**src/ptc_defs.vh**
```
`ifndef PTC_DEFS_VH
`define PTC_DEFS_VH

// ----------------------------------------------------------------------
// Register indices and byte addresses
// ----------------------------------------------------------------------
`define PTC_IDX_TC0 8'h3D
`define PTC_IDX_NEIGH 8'h3E
`define PTC_ADDR_TC0 ({2'b00, `PTC_IDX_TC0, 2'b00})
`define PTC_ADDR_NEIGH ({2'b00, `PTC_IDX_NEIGH, 2'b00})

// ----------------------------------------------------------------------
// Field positions in test_control_0
// ----------------------------------------------------------------------
`define PTC_B_MAP_SEL 7
`define PTC_B_GLITCH 6
`define PTC_B_XFC 5
`define PTC_B_FORCE 4
`define PTC_B_VCO_MSB 3
`define PTC_B_UNIMP 2
`define PTC_B_BOOST 1
`define PTC_B_CRYSTAL_PIN 0

// ----------------------------------------------------------------------
// Field positions in test_control_1
// ----------------------------------------------------------------------
`define PTC_B1_PD_FORCE 7
`define PTC_B1_CLK_EN 6
`define PTC_B1_CLK_SEL_HI 5
`define PTC_B1_CLK_SEL_LO 4
`define PTC_B1_MON_DIS 3
`define PTC_B1_SQW_EN 2
`define PTC_B1_PD_UP 1
`define PTC_B1_PD_DOWN 0

// ----------------------------------------------------------------------
// Reset values and masks
// ----------------------------------------------------------------------
`define PTC_RST_TC0 8'h00
`define PTC_RST_TC1 8'h00
`define PTC_RST_FMO 8'h00
`define PTC_TC0_IMPL 8'hFB
`define PTC_ALL_IMPL 8'hFF
`define PTC_TC0_KEEP 8'h40
`define PTC_NO_KEEP 8'h00

// ----------------------------------------------------------------------
// Bus codes and timing
// ----------------------------------------------------------------------
`define PTC_HSIZE_WORD 3'h2
`define PTC_FM_STEP_CYCLES 4'h4
`define PTC_FM_MULT_X1 3'h1
`define PTC_FM_MULT_X4 3'h4

`endif

```
**src/ptc_fm_sweep.v**
```verilog
`timescale 1ns/1ns
`include "ptc_defs.vh"

module ptc_fm_sweep
(
   // Clock and reset
   input wire ref_clk,
   input wire arst_n,
   // Control
   input wire sweep_enable,
   // Sweep value
   output wire [7:0] sweep_code
);

   reg [7:0] code_reg;
   reg [7:0] code_next;
   reg down_reg;
   reg down_next;
   reg [3:0] div_reg;
   reg [3:0] div_next;

   always @*
   begin
      code_next = code_reg;
      down_next = down_reg;
      div_next = div_reg;
      if (!sweep_enable)
      begin
         code_next = 8'h00;
         down_next = 1'b0;
         div_next = 4'h0;
      end
      else if (div_reg != (`PTC_FM_STEP_CYCLES - 4'h1))
      begin
         div_next = div_reg + 4'h1;
      end
      else
      begin
         div_next = 4'h0;
         if (!down_reg)
         begin
            if (code_reg == 8'hFF)
            begin
               down_next = 1'b1;
               code_next = 8'hFE;
            end
            else
            begin
               code_next = code_reg + 8'h01;
            end
         end
         else
         begin
            if (code_reg == 8'h00)
            begin
               down_next = 1'b0;
               code_next = 8'h01;
            end
            else
            begin
               code_next = code_reg - 8'h01;
            end
         end
      end
   end

   always @(posedge ref_clk or negedge arst_n)
   begin
      if (!arst_n)
      begin
         code_reg <= 8'h00;
         down_reg <= 1'b0;
         div_reg <= 4'h0;
      end
      else
      begin
         code_reg <= code_next;
         down_reg <= down_next;
         div_reg <= div_next;
      end
   end

   assign sweep_code = code_reg;

endmodule // ptc_fm_sweep

```
**src/ptc_reg8.v**
```verilog
`timescale 1ns/1ns

module ptc_reg8
#(
   parameter [7:0] RESET_VAL = 8'h00,
   parameter [7:0] IMPL_MASK = 8'hFF,
   parameter [7:0] KEEP_MASK = 8'h00
)
(
   // Clock and resets
   input wire ref_clk,
   input wire arst_n,
   input wire sync_clr,
   // Write port
   input wire wr_en,
   input wire [7:0] wr_data,
   // Stored value
   output wire [7:0] q
);

   reg [7:0] data_reg;
   reg [7:0] data_next;

   always @*
   begin
      data_next = data_reg;
      if (wr_en)
      begin
         data_next = wr_data & IMPL_MASK;
      end
      else if (sync_clr)
      begin
         data_next = (data_reg & KEEP_MASK) | (RESET_VAL & ~KEEP_MASK);
      end
   end

   always @(posedge ref_clk or negedge arst_n)
   begin
      if (!arst_n)
      begin
         data_reg <= RESET_VAL;
      end
      else
      begin
         data_reg <= data_next;
      end
   end

   assign q = data_reg;

endmodule // ptc_reg8

```
**src/ptc_test_ctrl.v**
```verilog
`timescale 1ns/1ns
`include "ptc_defs.vh"

module ptc_test_ctrl
(
   // Clock and power-on reset
   input wire ref_clk,
   input wire arst_n,
   // AHB-Lite slave
   input wire hsel,
   input wire [31:0] haddr,
   input wire [1:0] htrans,
   input wire hwrite,
   input wire [2:0] hsize,
   input wire hready,
   input wire [31:0] hwdata,
   output wire [31:0] hrdata,
   output wire hreadyout,
   output wire hresp,
   // Chip mode and non power-on reset
   input wire special_mode,
   input wire sys_reset,
   // Inputs from neighbouring clock logic
   input wire freq_mod_enable,
   input wire ref_freq_range_1,
   input wire [1:0] vco_gain_low,
   input wire [1:0] fm_amplitude_select_in,
   // Frequency modulation controls
   output wire [7:0] fm_current_code,
   output wire [1:0] fm_amplitude_select,
   output wire [2:0] fm_amplitude_mult,
   // Loop filter and VCO controls
   output wire loop_filter_connect,
   output wire filter_node_force,
   output wire filter_force_third,
   output wire filter_force_half,
   output wire [2:0] vco_gain_sel,
   // Test and oscillator controls
   output wire glitch_filter_request,
   output wire crystal_digital_input_enable,
   output wire phase_detector_force,
   output wire pd_force_up,
   output wire pd_force_down,
   output wire test_clk_enable,
   output wire [1:0] test_clk_select,
   output wire osc_monitor_disable,
   output wire osc_ext_square_wave_enable
);

   // ----------------------------------------------------------------
   // Bus phase tracking
   // ----------------------------------------------------------------
   wire addr_phase;
   wire [7:0] tc0_q;
   wire [7:0] tc1_q;
   wire [7:0] fmo_q;
   wire [7:0] sweep_code;
   wire map_sel;
   wire wr_tc0;
   wire wr_tc1;
   wire wr_fmo;
   reg wr_pend_reg;
   reg wr_pend_next;
   reg [11:0] wr_addr_reg;
   reg [11:0] wr_addr_next;
   reg rd_pend_reg;
   reg rd_pend_next;
   reg [11:0] rd_addr_reg;
   reg [11:0] rd_addr_next;
   reg [31:0] hrdata_reg;
   reg [7:0] rd_byte;

   assign addr_phase = hsel & hready & htrans[1];
   assign map_sel = tc0_q[`PTC_B_MAP_SEL];

   always @*
   begin
      wr_pend_next = 1'b0;
      wr_addr_next = wr_addr_reg;
      rd_pend_next = 1'b0;
      rd_addr_next = rd_addr_reg;
      if (addr_phase && hwrite && (hsize == `PTC_HSIZE_WORD))
      begin
         wr_pend_next = 1'b1;
         wr_addr_next = haddr[11:0];
      end
      else if (addr_phase && !hwrite)
      begin
         rd_pend_next = 1'b1;
         rd_addr_next = haddr[11:0];
      end
   end

   always @(posedge ref_clk or negedge arst_n)
   begin
      if (!arst_n)
      begin
         wr_pend_reg <= 1'b0;
         wr_addr_reg <= 12'h000;
         rd_pend_reg <= 1'b0;
         rd_addr_reg <= 12'h000;
      end
      else
      begin
         wr_pend_reg <= wr_pend_next;
         wr_addr_reg <= wr_addr_next;
         rd_pend_reg <= rd_pend_next;
         rd_addr_reg <= rd_addr_next;
      end
   end

   // ----------------------------------------------------------------
   // Write decode
   // ----------------------------------------------------------------
   // Special mode gate.
   assign wr_tc0 = wr_pend_reg & special_mode & (wr_addr_reg == `PTC_ADDR_TC0);
   assign wr_tc1 = wr_pend_reg & special_mode & ~map_sel &
      (wr_addr_reg == `PTC_ADDR_NEIGH);
   assign wr_fmo = wr_pend_reg & special_mode & map_sel &
      (wr_addr_reg == `PTC_ADDR_NEIGH);

   // ----------------------------------------------------------------
   // Register storage
   // ----------------------------------------------------------------
   // Glitch bit survives system reset.
   ptc_reg8
   #(
      .RESET_VAL(`PTC_RST_TC0),
      .IMPL_MASK(`PTC_TC0_IMPL),
      .KEEP_MASK(`PTC_TC0_KEEP)
   )
   u_tc0
   (
      .ref_clk(ref_clk),
      .arst_n(arst_n),
      .sync_clr(sys_reset),
      .wr_en(wr_tc0),
      .wr_data(hwdata[7:0]),
      .q(tc0_q)
   );

   ptc_reg8
   #(
      .RESET_VAL(`PTC_RST_TC1),
      .IMPL_MASK(`PTC_ALL_IMPL),
      .KEEP_MASK(`PTC_NO_KEEP)
   )
   u_tc1
   (
      .ref_clk(ref_clk),
      .arst_n(arst_n),
      .sync_clr(sys_reset),
      .wr_en(wr_tc1),
      .wr_data(hwdata[7:0]),
      .q(tc1_q)
   );

   ptc_reg8
   #(
      .RESET_VAL(`PTC_RST_FMO),
      .IMPL_MASK(`PTC_ALL_IMPL),
      .KEEP_MASK(`PTC_NO_KEEP)
   )
   u_fmo
   (
      .ref_clk(ref_clk),
      .arst_n(arst_n),
      .sync_clr(sys_reset),
      .wr_en(wr_fmo),
      .wr_data(hwdata[7:0]),
      .q(fmo_q)
   );

   // ----------------------------------------------------------------
   // Read path
   // ----------------------------------------------------------------
   always @*
   begin
      rd_byte = 8'h00;
      if (rd_addr_reg == `PTC_ADDR_TC0)
      begin
         rd_byte = tc0_q & `PTC_TC0_IMPL;
      end
      else if ((rd_addr_reg == `PTC_ADDR_NEIGH) && map_sel)
      begin
         rd_byte = fmo_q;
      end
      else if (rd_addr_reg == `PTC_ADDR_NEIGH)
      begin
         rd_byte = tc1_q;
      end
   end

   always @(posedge ref_clk or negedge arst_n)
   begin
      if (!arst_n)
      begin
         hrdata_reg <= 32'h0000_0000;
      end
      else if (rd_pend_reg)
      begin
         hrdata_reg <= {24'h00_0000, rd_byte};
      end
   end

   assign hrdata = hrdata_reg;
   assign hreadyout = ~rd_pend_reg;
   assign hresp = 1'b0;

   // ----------------------------------------------------------------
   // Frequency modulation code
   // ----------------------------------------------------------------
   reg [7:0] fm_code_reg;
   reg [7:0] fm_code_next;
   reg [2:0] fm_mult_reg;
   reg [1:0] fm_sel_reg;

   ptc_fm_sweep u_sweep
   (
      .ref_clk(ref_clk),
      .arst_n(arst_n),
      .sweep_enable(freq_mod_enable & ~map_sel),
      .sweep_code(sweep_code)
   );

   always @*
   begin
      fm_code_next = 8'h00;
      if (map_sel)
      begin
         fm_code_next = fmo_q;
      end
      else if (freq_mod_enable)
      begin
         fm_code_next = sweep_code;
      end
   end

   always @(posedge ref_clk or negedge arst_n)
   begin
      if (!arst_n)
      begin
         fm_code_reg <= 8'h00;
         fm_mult_reg <= `PTC_FM_MULT_X1;
         fm_sel_reg <= 2'h0;
      end
      else
      begin
         fm_code_reg <= fm_code_next;
         fm_mult_reg <= tc0_q[`PTC_B_BOOST] ? `PTC_FM_MULT_X4 : `PTC_FM_MULT_X1;
         fm_sel_reg <= fm_amplitude_select_in;
      end
   end

   assign fm_current_code = fm_code_reg;
   assign fm_amplitude_mult = fm_mult_reg;
   assign fm_amplitude_select = fm_sel_reg;

   // ----------------------------------------------------------------
   // Loop filter, VCO and oscillator controls
   // ----------------------------------------------------------------
   reg third_reg;
   reg half_reg;
   reg [2:0] vco_sel_reg;

   always @(posedge ref_clk or negedge arst_n)
   begin
      if (!arst_n)
      begin
         third_reg <= 1'b0;
         half_reg <= 1'b0;
         vco_sel_reg <= 3'h0;
      end
      else
      begin
         third_reg <= tc0_q[`PTC_B_FORCE] & ref_freq_range_1;
         half_reg <= tc0_q[`PTC_B_FORCE] & ~ref_freq_range_1;
         vco_sel_reg <= {tc0_q[`PTC_B_VCO_MSB], vco_gain_low};
      end
   end

   assign filter_force_third = third_reg;
   assign filter_force_half = half_reg;
   assign vco_gain_sel = vco_sel_reg;
   assign filter_node_force = tc0_q[`PTC_B_FORCE];
   assign loop_filter_connect = tc0_q[`PTC_B_XFC];
   assign glitch_filter_request = tc0_q[`PTC_B_GLITCH];
   assign crystal_digital_input_enable = tc0_q[`PTC_B_CRYSTAL_PIN];

   // ----------------------------------------------------------------
   // Test_control_1 fields
   // ----------------------------------------------------------------
   assign phase_detector_force = tc1_q[`PTC_B1_PD_FORCE];
   assign pd_force_up = tc1_q[`PTC_B1_PD_UP];
   assign pd_force_down = tc1_q[`PTC_B1_PD_DOWN];
   assign test_clk_enable = tc1_q[`PTC_B1_CLK_EN];
   assign test_clk_select = {tc1_q[`PTC_B1_CLK_SEL_HI], tc1_q[`PTC_B1_CLK_SEL_LO]};
   assign osc_monitor_disable = tc1_q[`PTC_B1_MON_DIS];
   assign osc_ext_square_wave_enable = tc1_q[`PTC_B1_SQW_EN];

endmodule // ptc_test_ctrl

```
**config.mk**
```make
export PLATFORM = sky130hd
export DESIGN_NAME = ptc_test_ctrl
export DESIGN_NICKNAME = d
export VERILOG_FILES = /design/src/ptc_fm_sweep.v /design/src/ptc_reg8.v /design/src/ptc_test_ctrl.v
export VERILOG_INCLUDE_DIRS = /design/src
export SDC_FILE = /design/constraint.sdc
export NUM_CORES = 1
export LEC_CHECK = 0
export ABC_CLOCK_PERIOD_IN_PS = 4300
export BUFFER_PORTS_ARGS = -buffer_cell sky130_fd_sc_hd__buf_2
export CAP_MARGIN = 30
export CELL_PAD_IN_SITES_DETAIL_PLACEMENT = 1
export CELL_PAD_IN_SITES_GLOBAL_PLACEMENT = 1
export CORE_ASPECT_RATIO = 0.8
export CORE_MARGIN = 5
export CORE_UTILIZATION = 30
export CTS_BUF_LIST = sky130_fd_sc_hd__clkbuf_8
export DETAILED_ROUTE_END_ITERATION = 7
export PLACE_DENSITY = 0.71
export SETUP_SLACK_MARGIN = 0.05
export SYNTH_ARGS = -nofsm -noshare
export SYNTH_HDL_FRONTEND = slang
export SYNTH_SLANG_ARGS = --single-unit
```
**constraint.sdc**
```tcl
create_clock -name ref_clk -period 4.3 [get_ports ref_clk]
set_input_delay 0.215 -clock ref_clk [delete_from_list [all_inputs] [get_ports ref_clk]]
set_output_delay 0.215 -clock ref_clk [all_outputs]
set_load 0.01 [all_outputs]
```
==> results.sh, run 1 <==
export IMPL_via_per_inst=4.81
export IMPL_grt_pass1_wl_um=17200
export IMPL_die_width_um=142
export IMPL_cts_reportedPaths_clkPinSlew_ns=0.09
export IMPL_globalRouteMet1Util_pct=16.9
export IMPL_timing_max_slew_rel_slack_pct=29.1
export IMPL_crit_path_start_kind="flop"
export IMPL_clock_insertion_delay_worst_skew_ns=0.36
export IMPL_synth_largest_area_cell="dfrtp_1"
export IMPL_floorplan_core_area_um2=13600
export IMPL_timing_final_hold_violations=0
export IMPL_biggest_fanout_along_the_worst_timing_path=22
export IMPL_top_usage_layer="met2"
export IMPL_layout_area_seq_um2=2180
export IMPL_finalWorstPathRequiredPeriod_ns=2.33
export IMPL_drt_total_wl_um=10500
export IMPL_max_freq_mhz=429
export IMPL_vias=3105
export IMPL_tritoncts="done"
export IMPL_route_detailed_drc=0
export IMPL_place_port_buffers=74
export IMPL_grtUsageMet2_pct=22.5
export IMPL_ys_warnings_count=0
export IMPL_synth_main_ff_cell="dfrtp_1"
export IMPL_synth_async_reset_ratio_pct=100
export IMPL_cts_repair_resized=0
export IMPL_max_clock_path_buffers=2
export IMPL_syn_instance_count=386
export IMPL_worst_ep_arrival_time_ns=2.53
export IMPL_floorplan_rows=38
export IMPL_grt_use_met3_pct=3.88
export IMPL_synth_area_top_cells="dfrtp_1 52%, mux2_2 7.0%, buf_4 4.9%, nand2_1 4.1%, nand2b_1 3.5%"
export IMPL_max_cap_violations=0
export IMPL_grt_pass1_vias=3342
export IMPL_final_fill_count=1583
export IMPL_antenna_cells=0
export IMPL_grt_ovfl_total=0
export IMPL_cts_htree_levels=3
export IMPL_timing_hold_worst_class="in -> reg"
export IMPL_timing_critical_path_required_ns=4.51
export IMPL_max_slew_worst_pin_slew_ns=1.06
export IMPL_synth_seq_cells=87
export IMPL_ys_types=60
export IMPL_pin_count=146
export IMPL_postPlaceCellArea_um2=4600
export IMPL_fraction_of_final_layout_cells_sized_beyond_drive_strength_1_pct=28.0
export IMPL_dp_hpwl_um=8020
export IMPL_first_iter_violations=96
export IMPL_worst_clock_skew_ns=0.0162
export IMPL_final_max_slew_viol_count=0
export IMPL_number_of_synthesized_flops_with_an_enable_pin=0
export IMPL_die_area_um2=16400
export IMPL_antenna_found_initial=1
export IMPL_ant_nets=0
export IMPL_floorplan_die_height_um=115
export IMPL_yosysTopAreaCellShare_pct=51.6
export IMPL_cts_repair_timing_setup_buffer_count=0
export IMPL_p_leak_uw=0.00226
export IMPL_setup_violations_final=0
export IMPL_total_design_power_uw=1580
export IMPL_synth_seq_area_share_pct=52.2
export IMPL_final_layout_setup_total_negative_slack_ns=0
export IMPL_place_gp_congestion=0.889
export IMPL_worst_hold_slack_ns=0.104
export IMPL_layout_nets=546
export IMPL_post_drt_wl_per_cell_um=16.3
export IMPL_clkSinkCount=87
export IMPL_total_power_per_unit_cell_area_nw_per_um2=327
export IMPL_grt_use_total_pct=13.4
export IMPL_final_cycle_utilization_of_the_critical_path_pct=54.2
export IMPL_worstSetupPathType="reg -> reg"
export IMPL_synth_area_per_cell_um2=10.8
export IMPL_holdBufCountCts=6
export IMPL_critical_path_endpoint_type="flop"
export IMPL_grt_setup_unrepaired="false"
export IMPL_synth_cell_area_um2=4170
export IMPL_clockRootBuffer="clkbuf_8"
export IMPL_final_instance_area_um2=4840
export IMPL_first_pass_iters=4
export IMPL_grt_max_degree=52
export IMPL_cts_made_buffers=9
export IMPL_max_vdd_ir_drop_mv=0.144
export IMPL_outcome="finished clean"
export IMPL_initial_utilization_pct=30.7
export IMPL_layout_area_overhead_vs_synth_pct=16.1
export IMPL_multi_input_comb_area_um2=1750
[synthesized netlist by cell type (all sizes together) (4+ instances only)]
cell type  instances
dfrtp             86
nand2             46
buf               34
o21ai             29
mux2              26
nand2b            23
inv               14
nand3             13
clkbuf            10
nor2              10
mux2i              8
o221ai             6
a21oi              5
a31oi              5
and2               4
ha                 4
nor2b              4
nor4               4
o31ai              4
[area by class of cell]
cell class | count | area share [%]
clock buffers | 10 | 2.84
clock inverters | 6 | 0.931
inverters | 14 | 1.09
multi-input cells | 266 | 36.2
flip-flops and latches | 87 | 45.0
well taps | 180 | 4.65
repair buffers | 82 | 9.26
[power by group]
group          switching, µW  leakage (µW)  internal, µW
logic                   86.7      0.000996          73.8
registers               29.3       0.00117           865
clock network            299     0.0000964           231
total                    415       0.00226          1170
[layout by cell type, fill, tap and decap left out, drive strengths merged, types with 2 or more instances in the layout]
cell type    netlist  final
conb               1     26
nand4b             3      3
o2111ai            2      2
clkbuf            10     10
ha                 4      4
nor2b              4      4
mux2i              8      8
a22o               3      3
a21oi              5      5
nor4b              2      2
and2               4      4
nand3b             2      2
mux2              26     26
o21a               2      2
and3               3      3
nand2             46     46
xnor2              2      2
nand2b            23     23
buf               34     76
dfrtp             86     86
dlygate4sd3        0      6
nand3             13     13
a31oi              5      5
or4b               2      2
nor2              10     10
o21ai             29     29
nor4               4      4
nor3               3      3
nand4              2      2
o31ai              4      4
nor3b              3      3
or3b               3      3
o221ai             6      6
inv               14     18
[layer usage]
layer | part of all wire (%) | wire length [µm]
met4 | 1.3 | 136
met1 | 44 | 4630
met3 | 5.7 | 596
met2 | 49 | 5160
met5 | 0.19 | 20
[worst max-delay path: stages, from the launching register on]
cell	delay, ns
dfrtp_1	0.71
or3b_2	0.62
nor4_4	0.62
o21ai_0	0.21
[cells by family (layout without fill, tap and decap cells)]
family	after synthesis	in the layout	synth area share, %
mux	34	34	8.94
simple gates	132	132	18.4
fa+ha+maj	4	4	1.20
other cells	1	26	0.0899
flops	87	87	52.2
buf+inv	58	112	7.98
compound gates	67	67	10.6
xor+xnor	3	3	0.630
[through the flow]
| stage | setup slack (ns) | cells | util (%) |
|---|---|---|---|
| finish | 1.97 | 645 | 35.6 |
| global route | 1.74 | 645 | 35.6 |
| CTS | 1.96 | 645 | 35.6 |
| detailed placement | 1.97 | 623 | 33.8 |
| global placement | 1.96 | 622 | 33.8 |
| floorplan | 2.53 | 411 | - |
[path summary, 6_finish.rpt]
kind / startpoint / end / slack, ns / cells after the start
worst max-delay path: u_tc0.q[7] / u_tc1.q[2] / 1.97 / 3
worst min-delay path: haddr[11] / wr_addr_reg[11] / 0.10 / 2
worst max register to register: u_tc0.q[7] / u_tc1.q[2] / 1.97 / 3
worst min register to register: u_tc0.q[1] / fm_amplitude_mult[2] / 0.39 / 0
max in group asynchronous: arst_n / wr_addr_reg[1] / 2.90 / 3
min in group asynchronous: arst_n / u_sweep.down_reg / 0.35 / 2
(Power assumes the default switching activity.)
==> run 2: changes to the inputs <==
--- a/config.mk
+++ b/config.mk
@@ -6,7 +6,7 @@
 export SDC_FILE = /design/constraint.sdc
 export NUM_CORES = 1
 export LEC_CHECK = 0
-export ABC_CLOCK_PERIOD_IN_PS = 4300
+export ABC_CLOCK_PERIOD_IN_PS = 2290
 export BUFFER_PORTS_ARGS = -buffer_cell sky130_fd_sc_hd__buf_2
 export CAP_MARGIN = 30
 export CELL_PAD_IN_SITES_DETAIL_PLACEMENT = 1
==> constraint.sdc (replaced) <==
create_clock -name ref_clk -period 2.29 [get_ports ref_clk]
set_input_delay 0.1145 -clock ref_clk [delete_from_list [all_inputs] [get_ports ref_clk]]
set_output_delay 0.1145 -clock ref_clk [all_outputs]
set_load 0.01 [all_outputs]
==> run 2 against run 1 <==
Against the previous run: critical path depth increased by 3; power increased by 88%; sequential power increased by 88%; sequential share of layout area decreased by 2.0 points; highest routed layer is now met4; register-to-register slack got worse by 1.7 ns; hold slack got worse by 0.078 ns; sequential cell count unchanged; first-iteration DRC count increased by 7.3%.
==> results.sh, run 2 (synthesis gave the netlist of run 1 again) <==
export IMPL_outcome="finished clean"
export IMPL_final_max_slew_viol_count=0
export IMPL_critical_path_endpoint_type="flop"
export IMPL_final_common_cell="dfrtp_1"
export IMPL_place_gp_congestion=0.884
export IMPL_cts_repair_resized=0
export IMPL_max_clock_path_buffers=2
export IMPL_max_vdd_ir_drop_mv=0.322
export IMPL_drt_total_wl_um=10600
export IMPL_total_power_per_unit_cell_area_nw_per_um2=587
export IMPL_floorplan_die_height_um=115
export IMPL_die_width_um=142
export IMPL_postLayoutSetupSlackWorst_ns=0.306
export IMPL_worst_ep_arrival_time_ns=2.24
export IMPL_timing_max_slew_rel_slack_pct=54.1
export IMPL_worst_clock_skew_ns=0.0145
export IMPL_ant_nets=0
export IMPL_via_per_inst=4.76
export IMPL_layout_nets=571
export IMPL_layout_common_cells="86 x dfrtp_1, 73 x buf_2, 46 x nand2_1, 26 x mux2_2, 26 x conb_1"
export IMPL_grt_pass1_wl_um=17400
export IMPL_grt_ovfl_total=0
export IMPL_final_fill_count=1572
export IMPL_clock_insertion_delay_worst_skew_ns=0.36
export IMPL_grt_use_total_pct=13.4
export IMPL_initial_utilization_pct=30.7
export IMPL_layout_area_overhead_vs_synth_pct=21.5
export IMPL_multi_input_comb_area_um2=1750
export IMPL_grt_max_degree=46
export IMPL_worst_hold_slack_ns=0.0257
export IMPL_crit_path_max_incr_delay_ns=0.49
export IMPL_clockRootBuffer="clkbuf_8"
export IMPL_max_cap_violations=0
export IMPL_grt_setup_unrepaired="false"
export IMPL_cts_reportedPaths_clkPinSlew_ns=0.09
export IMPL_finalWorstPathRequiredPeriod_ns=1.98
export IMPL_antenna_found_initial=0
export IMPL_dp_hpwl_um=8040
export IMPL_tritoncts="done"
export IMPL_crit_path_start_kind="flop"
export IMPL_cts_htree_levels=3
export IMPL_grt_pass1_vias=3450
export IMPL_cts_made_buffers=9
export IMPL_max_freq_mhz=504
export IMPL_floorplan_rows=38
export IMPL_max_slew_worst_pin_slew_ns=0.684
export IMPL_vias=3189
export IMPL_crit_chain="inv_1, ha_1, or3b_2, o2111ai_1, o21ai_0, a31o_2"
export IMPL_final_cycle_utilization_of_the_critical_path_pct=86.6
export IMPL_timing_final_hold_violations=0
export IMPL_die_area_um2=16400
export IMPL_place_port_buffers=74
export IMPL_setup_violations_final=0
export IMPL_route_detailed_drc=0
export IMPL_timing_critical_path_required_ns=2.54
export IMPL_clkSinkCount=87
export IMPL_first_pass_iters=4
export IMPL_pin_count=146
export IMPL_biggest_fanout_along_the_worst_timing_path=6
export IMPL_worstSetupPathType="reg -> reg"
export IMPL_post_drt_wl_per_cell_um=15.8
export IMPL_fraction_of_final_layout_cells_sized_beyond_drive_strength_1_pct=28.4
export IMPL_timing_hold_worst_class="in -> reg"
export IMPL_floorplan_core_area_um2=13600
export IMPL_finalCoreUtilization_pct=37.3
export IMPL_first_iter_violations=103
export IMPL_layout_area_seq_um2=2180
export IMPL_antenna_cells=0
export IMPL_crit_path_top_delay_cell="or3b_2"
export IMPL_post_place_ws_ns=0.328
export IMPL_final_layout_setup_total_negative_slack_ns=0
export IMPL_p_leak_uw=0.00238
## run 2: path summary, 6_finish.rpt
path	from	to	slack, ns	cells past startpoint
min in group asynchronous	arst_n	hrdata[5]	0.30	2
worst min register to register	u_tc0.q[1]	fm_amplitude_mult[2]	0.39	0
worst min-delay path	hwdata[1]	u_fmo.q[1]	0.03	3
worst max-delay path	u_sweep.sweep_code[1]	u_sweep.sweep_code[4]	0.31	6
worst max register to register	u_sweep.sweep_code[1]	u_sweep.sweep_code[4]	0.31	6
max in group asynchronous	arst_n	hrdata[6]	1.34	3
## run 2: layer usage
layer  vias up  part of all wire (%)  track usage (%)
met2        79                    49             23.3
met5         -                     0                0
li1       1495                     -                -
met1      1604                    44             16.5
met4         0                   1.3             4.03
met3        11                   5.1             3.67
## run 2: cell type report
type | count | area share [%]
clock buffers | 9 | 2.44
multi-input cells | 266 | 34.6
flip-flops and latches | 87 | 43.0
clock inverters | 7 | 0.987
well taps | 180 | 4.44
inverters | 14 | 1.04
repair buffers | 107 | 13.5
## run 2: critical path, delay by kind of cell (launching register included)
family / cells / cell delay, ns
compound gates: 3 / 0.50
simple gates: 1 / 0.49
flops: 1 / 0.46
fa+ha+maj: 1 / 0.27
buf+inv: 1 / 0.16
## run 2: power breakdown
group / leakage (µW) / switching [µW] / internal [µW]
combinational: 0.00111 / 167 / 164
sequential: 0.00117 / 53.6 / 1620
clock: 0.0000985 / 567 / 402
total: 0.00238 / 788 / 2190
## run 2: metrics by stage
step | power, µW | instances | instance area (µm²)
6_report | 2980 | 670 | 5070
3_3_place_gp | 2000 | 633 | 4680
5_1_grt | 3140 | 670 | 5070
2_1_floorplan | 1910 | 411 | 4260
4_1_cts | 3030 | 669 | 5060
3_5_place_dp | 2020 | 633 | 4680
## run 2: repair_timing
| action | in CTS | in global routing |
|---|---|---|
| hold endpoints to repair | 71 | 1 |
| hold buffers | 20 | 1 |
| buffers inserted | 0 | 0 |
==> run 3: changes to the inputs <==
--- a/config.mk
+++ b/config.mk
@@ -9,14 +9,12 @@
 export ABC_CLOCK_PERIOD_IN_PS = 2290
 export BUFFER_PORTS_ARGS = -buffer_cell sky130_fd_sc_hd__buf_2
 export CAP_MARGIN = 30
-export CELL_PAD_IN_SITES_DETAIL_PLACEMENT = 1
-export CELL_PAD_IN_SITES_GLOBAL_PLACEMENT = 1
 export CORE_ASPECT_RATIO = 0.8
 export CORE_MARGIN = 5
 export CORE_UTILIZATION = 30
 export CTS_BUF_LIST = sky130_fd_sc_hd__clkbuf_8
 export DETAILED_ROUTE_END_ITERATION = 7
-export PLACE_DENSITY = 0.71
+export PLACE_DENSITY = 0.58
 export SETUP_SLACK_MARGIN = 0.05
 export SYNTH_ARGS = -nofsm -noshare
 export SYNTH_HDL_FRONTEND = slang
==> run 3 against run 2 <==
Against the previous run: combinational power about the same; power decreased by 2.1%; critical path depth unchanged; routed wire length decreased by 7.2%; sequential power about the same; first-iteration DRC count increased by 83%; non-clock buffer count increased by 2; clock power decreased by 6.2%; core utilization about the same; via count decreased by 1.1%.
==> results.sh, run 3 (synthesis gave the netlist of run 1 again) <==
export IMPL_max_cap_violations=0
export IMPL_post_place_ws_ns=0.368
export IMPL_grt_setup_unrepaired="false"
export IMPL_outcome="finished clean"
export IMPL_timing_max_slew_rel_slack_pct=52.1
export IMPL_floorplan_rows=38
export IMPL_layout_common_cells="86 x dfrtp_1, 73 x buf_2, 46 x nand2_1, 26 x mux2_2, 26 x conb_1"
export IMPL_crit_path_top_delay_cell="or3b_2"
export IMPL_die_area_um2=16400
export IMPL_max_vdd_ir_drop_mv=0.292
export IMPL_final_common_cell="dfrtp_1"
export IMPL_timing_critical_path_required_ns=2.55
export IMPL_worst_ep_arrival_time_ns=2.20
export IMPL_biggest_fanout_along_the_worst_timing_path=7
export IMPL_critical_path_endpoint_type="flop"
export IMPL_final_max_slew_viol_count=0
export IMPL_first_iter_violations=188
export IMPL_clockRootBuffer="clkbuf_8"
export IMPL_layout_nets=573
export IMPL_cts_htree_levels=3
export IMPL_holdBufCountCts=21
export IMPL_max_slew_worst_pin_slew_ns=0.715
export IMPL_first_pass_iters=4
export IMPL_drt_total_wl_um=9800
export IMPL_route_detailed_drc=0
export IMPL_floorplan_die_height_um=115
export IMPL_critPathBufInv=1
export IMPL_die_width_um=142
export IMPL_pin_count=146
export IMPL_cts_made_buffers=9
export IMPL_setup_violations_final=0
export IMPL_final_layout_setup_total_negative_slack_ns=0
export IMPL_floorplan_core_area_um2=13600
export IMPL_cts_repair_resized=0
export IMPL_finalWorstPathRequiredPeriod_ns=1.94
export IMPL_timing_final_hold_violations=0
export IMPL_ant_nets=0
export IMPL_cts_reportedPaths_clkPinSlew_ns=0.08
export IMPL_place_port_buffers=74
export IMPL_antenna_found_initial=0
export IMPL_timing_hold_worst_class="in -> reg"
export IMPL_crit_chain="inv_1, ha_1, or3b_2, o2111ai_1, o21ai_0, a31o_2"
export IMPL_place_gp_congestion=0.867
export IMPL_grt_use_total_pct=12.3
export IMPL_max_freq_mhz=515
export IMPL_grt_pass1_vias=3192
export IMPL_via_per_inst=4.71
export IMPL_max_clock_path_buffers=2
export IMPL_antenna_cells=0
export IMPL_total_power_per_unit_cell_area_nw_per_um2=576
export IMPL_worstSetupPathType="reg -> reg"
export IMPL_layout_area_overhead_vs_synth_pct=21.4
export IMPL_vias=3154
export IMPL_p_leak_uw=0.00238
export IMPL_grt_pass1_wl_um=16000
export IMPL_clkSinkCount=87
export IMPL_fraction_of_final_layout_cells_sized_beyond_drive_strength_1_pct=28.2
export IMPL_crit_path_max_incr_delay_ns=0.49
export IMPL_clock_insertion_delay_worst_skew_ns=0.36
export IMPL_tritoncts="done"
export IMPL_initial_utilization_pct=30.7
export IMPL_dp_hpwl_um=7210
export IMPL_path_delay_family="simple AND/OR/NAND/NOR gates"
export IMPL_crit_path_start_kind="flop"
export IMPL_total_design_power_uw=2920
export IMPL_worst_clock_skew_ns=0.0101
export IMPL_post_drt_wl_per_cell_um=14.7
export IMPL_cts_repair_timing_setup_buffer_count=0
export IMPL_final_cycle_utilization_of_the_critical_path_pct=84.8
export IMPL_grt_ovfl_total=0
export IMPL_ff2ff_setup_slack_ns=0.35
export IMPL_grt_max_degree=52
export IMPL_postLayoutSetupSlackWorst_ns=0.348
==> run 3: stage by stage <==
step | hold WS (ns) | utilization, % | area [µm²] | instances
after floorplan | -0.181 | - | 4260 | 411
after global routing | 0.0169 | 37.2 | 5060 | 669
after global placement | 0.197 | 34.5 | 4690 | 634
after CTS | 0.000102 | 37.2 | 5050 | 668
after detailed placement | 0.200 | 34.5 | 4690 | 634
final | 0.0147 | 37.2 | 5060 | 669
==> run 3: power by group <==
group          internal, µW  leakage [µW]  switching [µW]
logic                   164       0.00112             166
registers              1620       0.00117            52.5
clock network           398     0.0000850             510
==> run 3: final cells by class <==
cell class	instances	area, µm²
Multi-Input combinational cell	266	1750
Clock inverter	3	13.8
Fill cell	1389	8530
Clock buffer	10	138
Tap cell	180	225
Inverter	14	52.6
Sequential cell	87	2180
Timing Repair Buffer	109	703
==> run 3: path summary, 6_finish.rpt <==
kind,from,endpoint,depth (start not counted)
max,u_sweep.sweep_code[0],u_sweep.sweep_code[4],6
min,hwdata[5],u_fmo.q[5],3
max reg2reg,u_sweep.sweep_code[0],u_sweep.sweep_code[4],6
min reg2reg,u_tc0.q[1],fm_amplitude_mult[2],0
max in group asynchronous,arst_n,u_tc1.q[2],3
min in group asynchronous,arst_n,rd_addr_reg[0],2
==> run 3: routing by layer <==
layer / part of all wire [%] / track usage (%) / routed length (µm) / vias up
met5: 0 / 0 / 0 / -
met4: 1.3 / 4.22 / 126 / 0
met3: 6.2 / 3.30 / 608 / 10
met2: 48 / 19.9 / 4660 / 103
met1: 45 / 16.2 / 4410 / 1541
li1: - / - / - / 1500
==> run 3: worst min-delay path, delay by kind of cell <==
family          cells  cell delay, ns
simple gates        1            0.05
compound gates      1            0.05
buf+inv             1            0.12
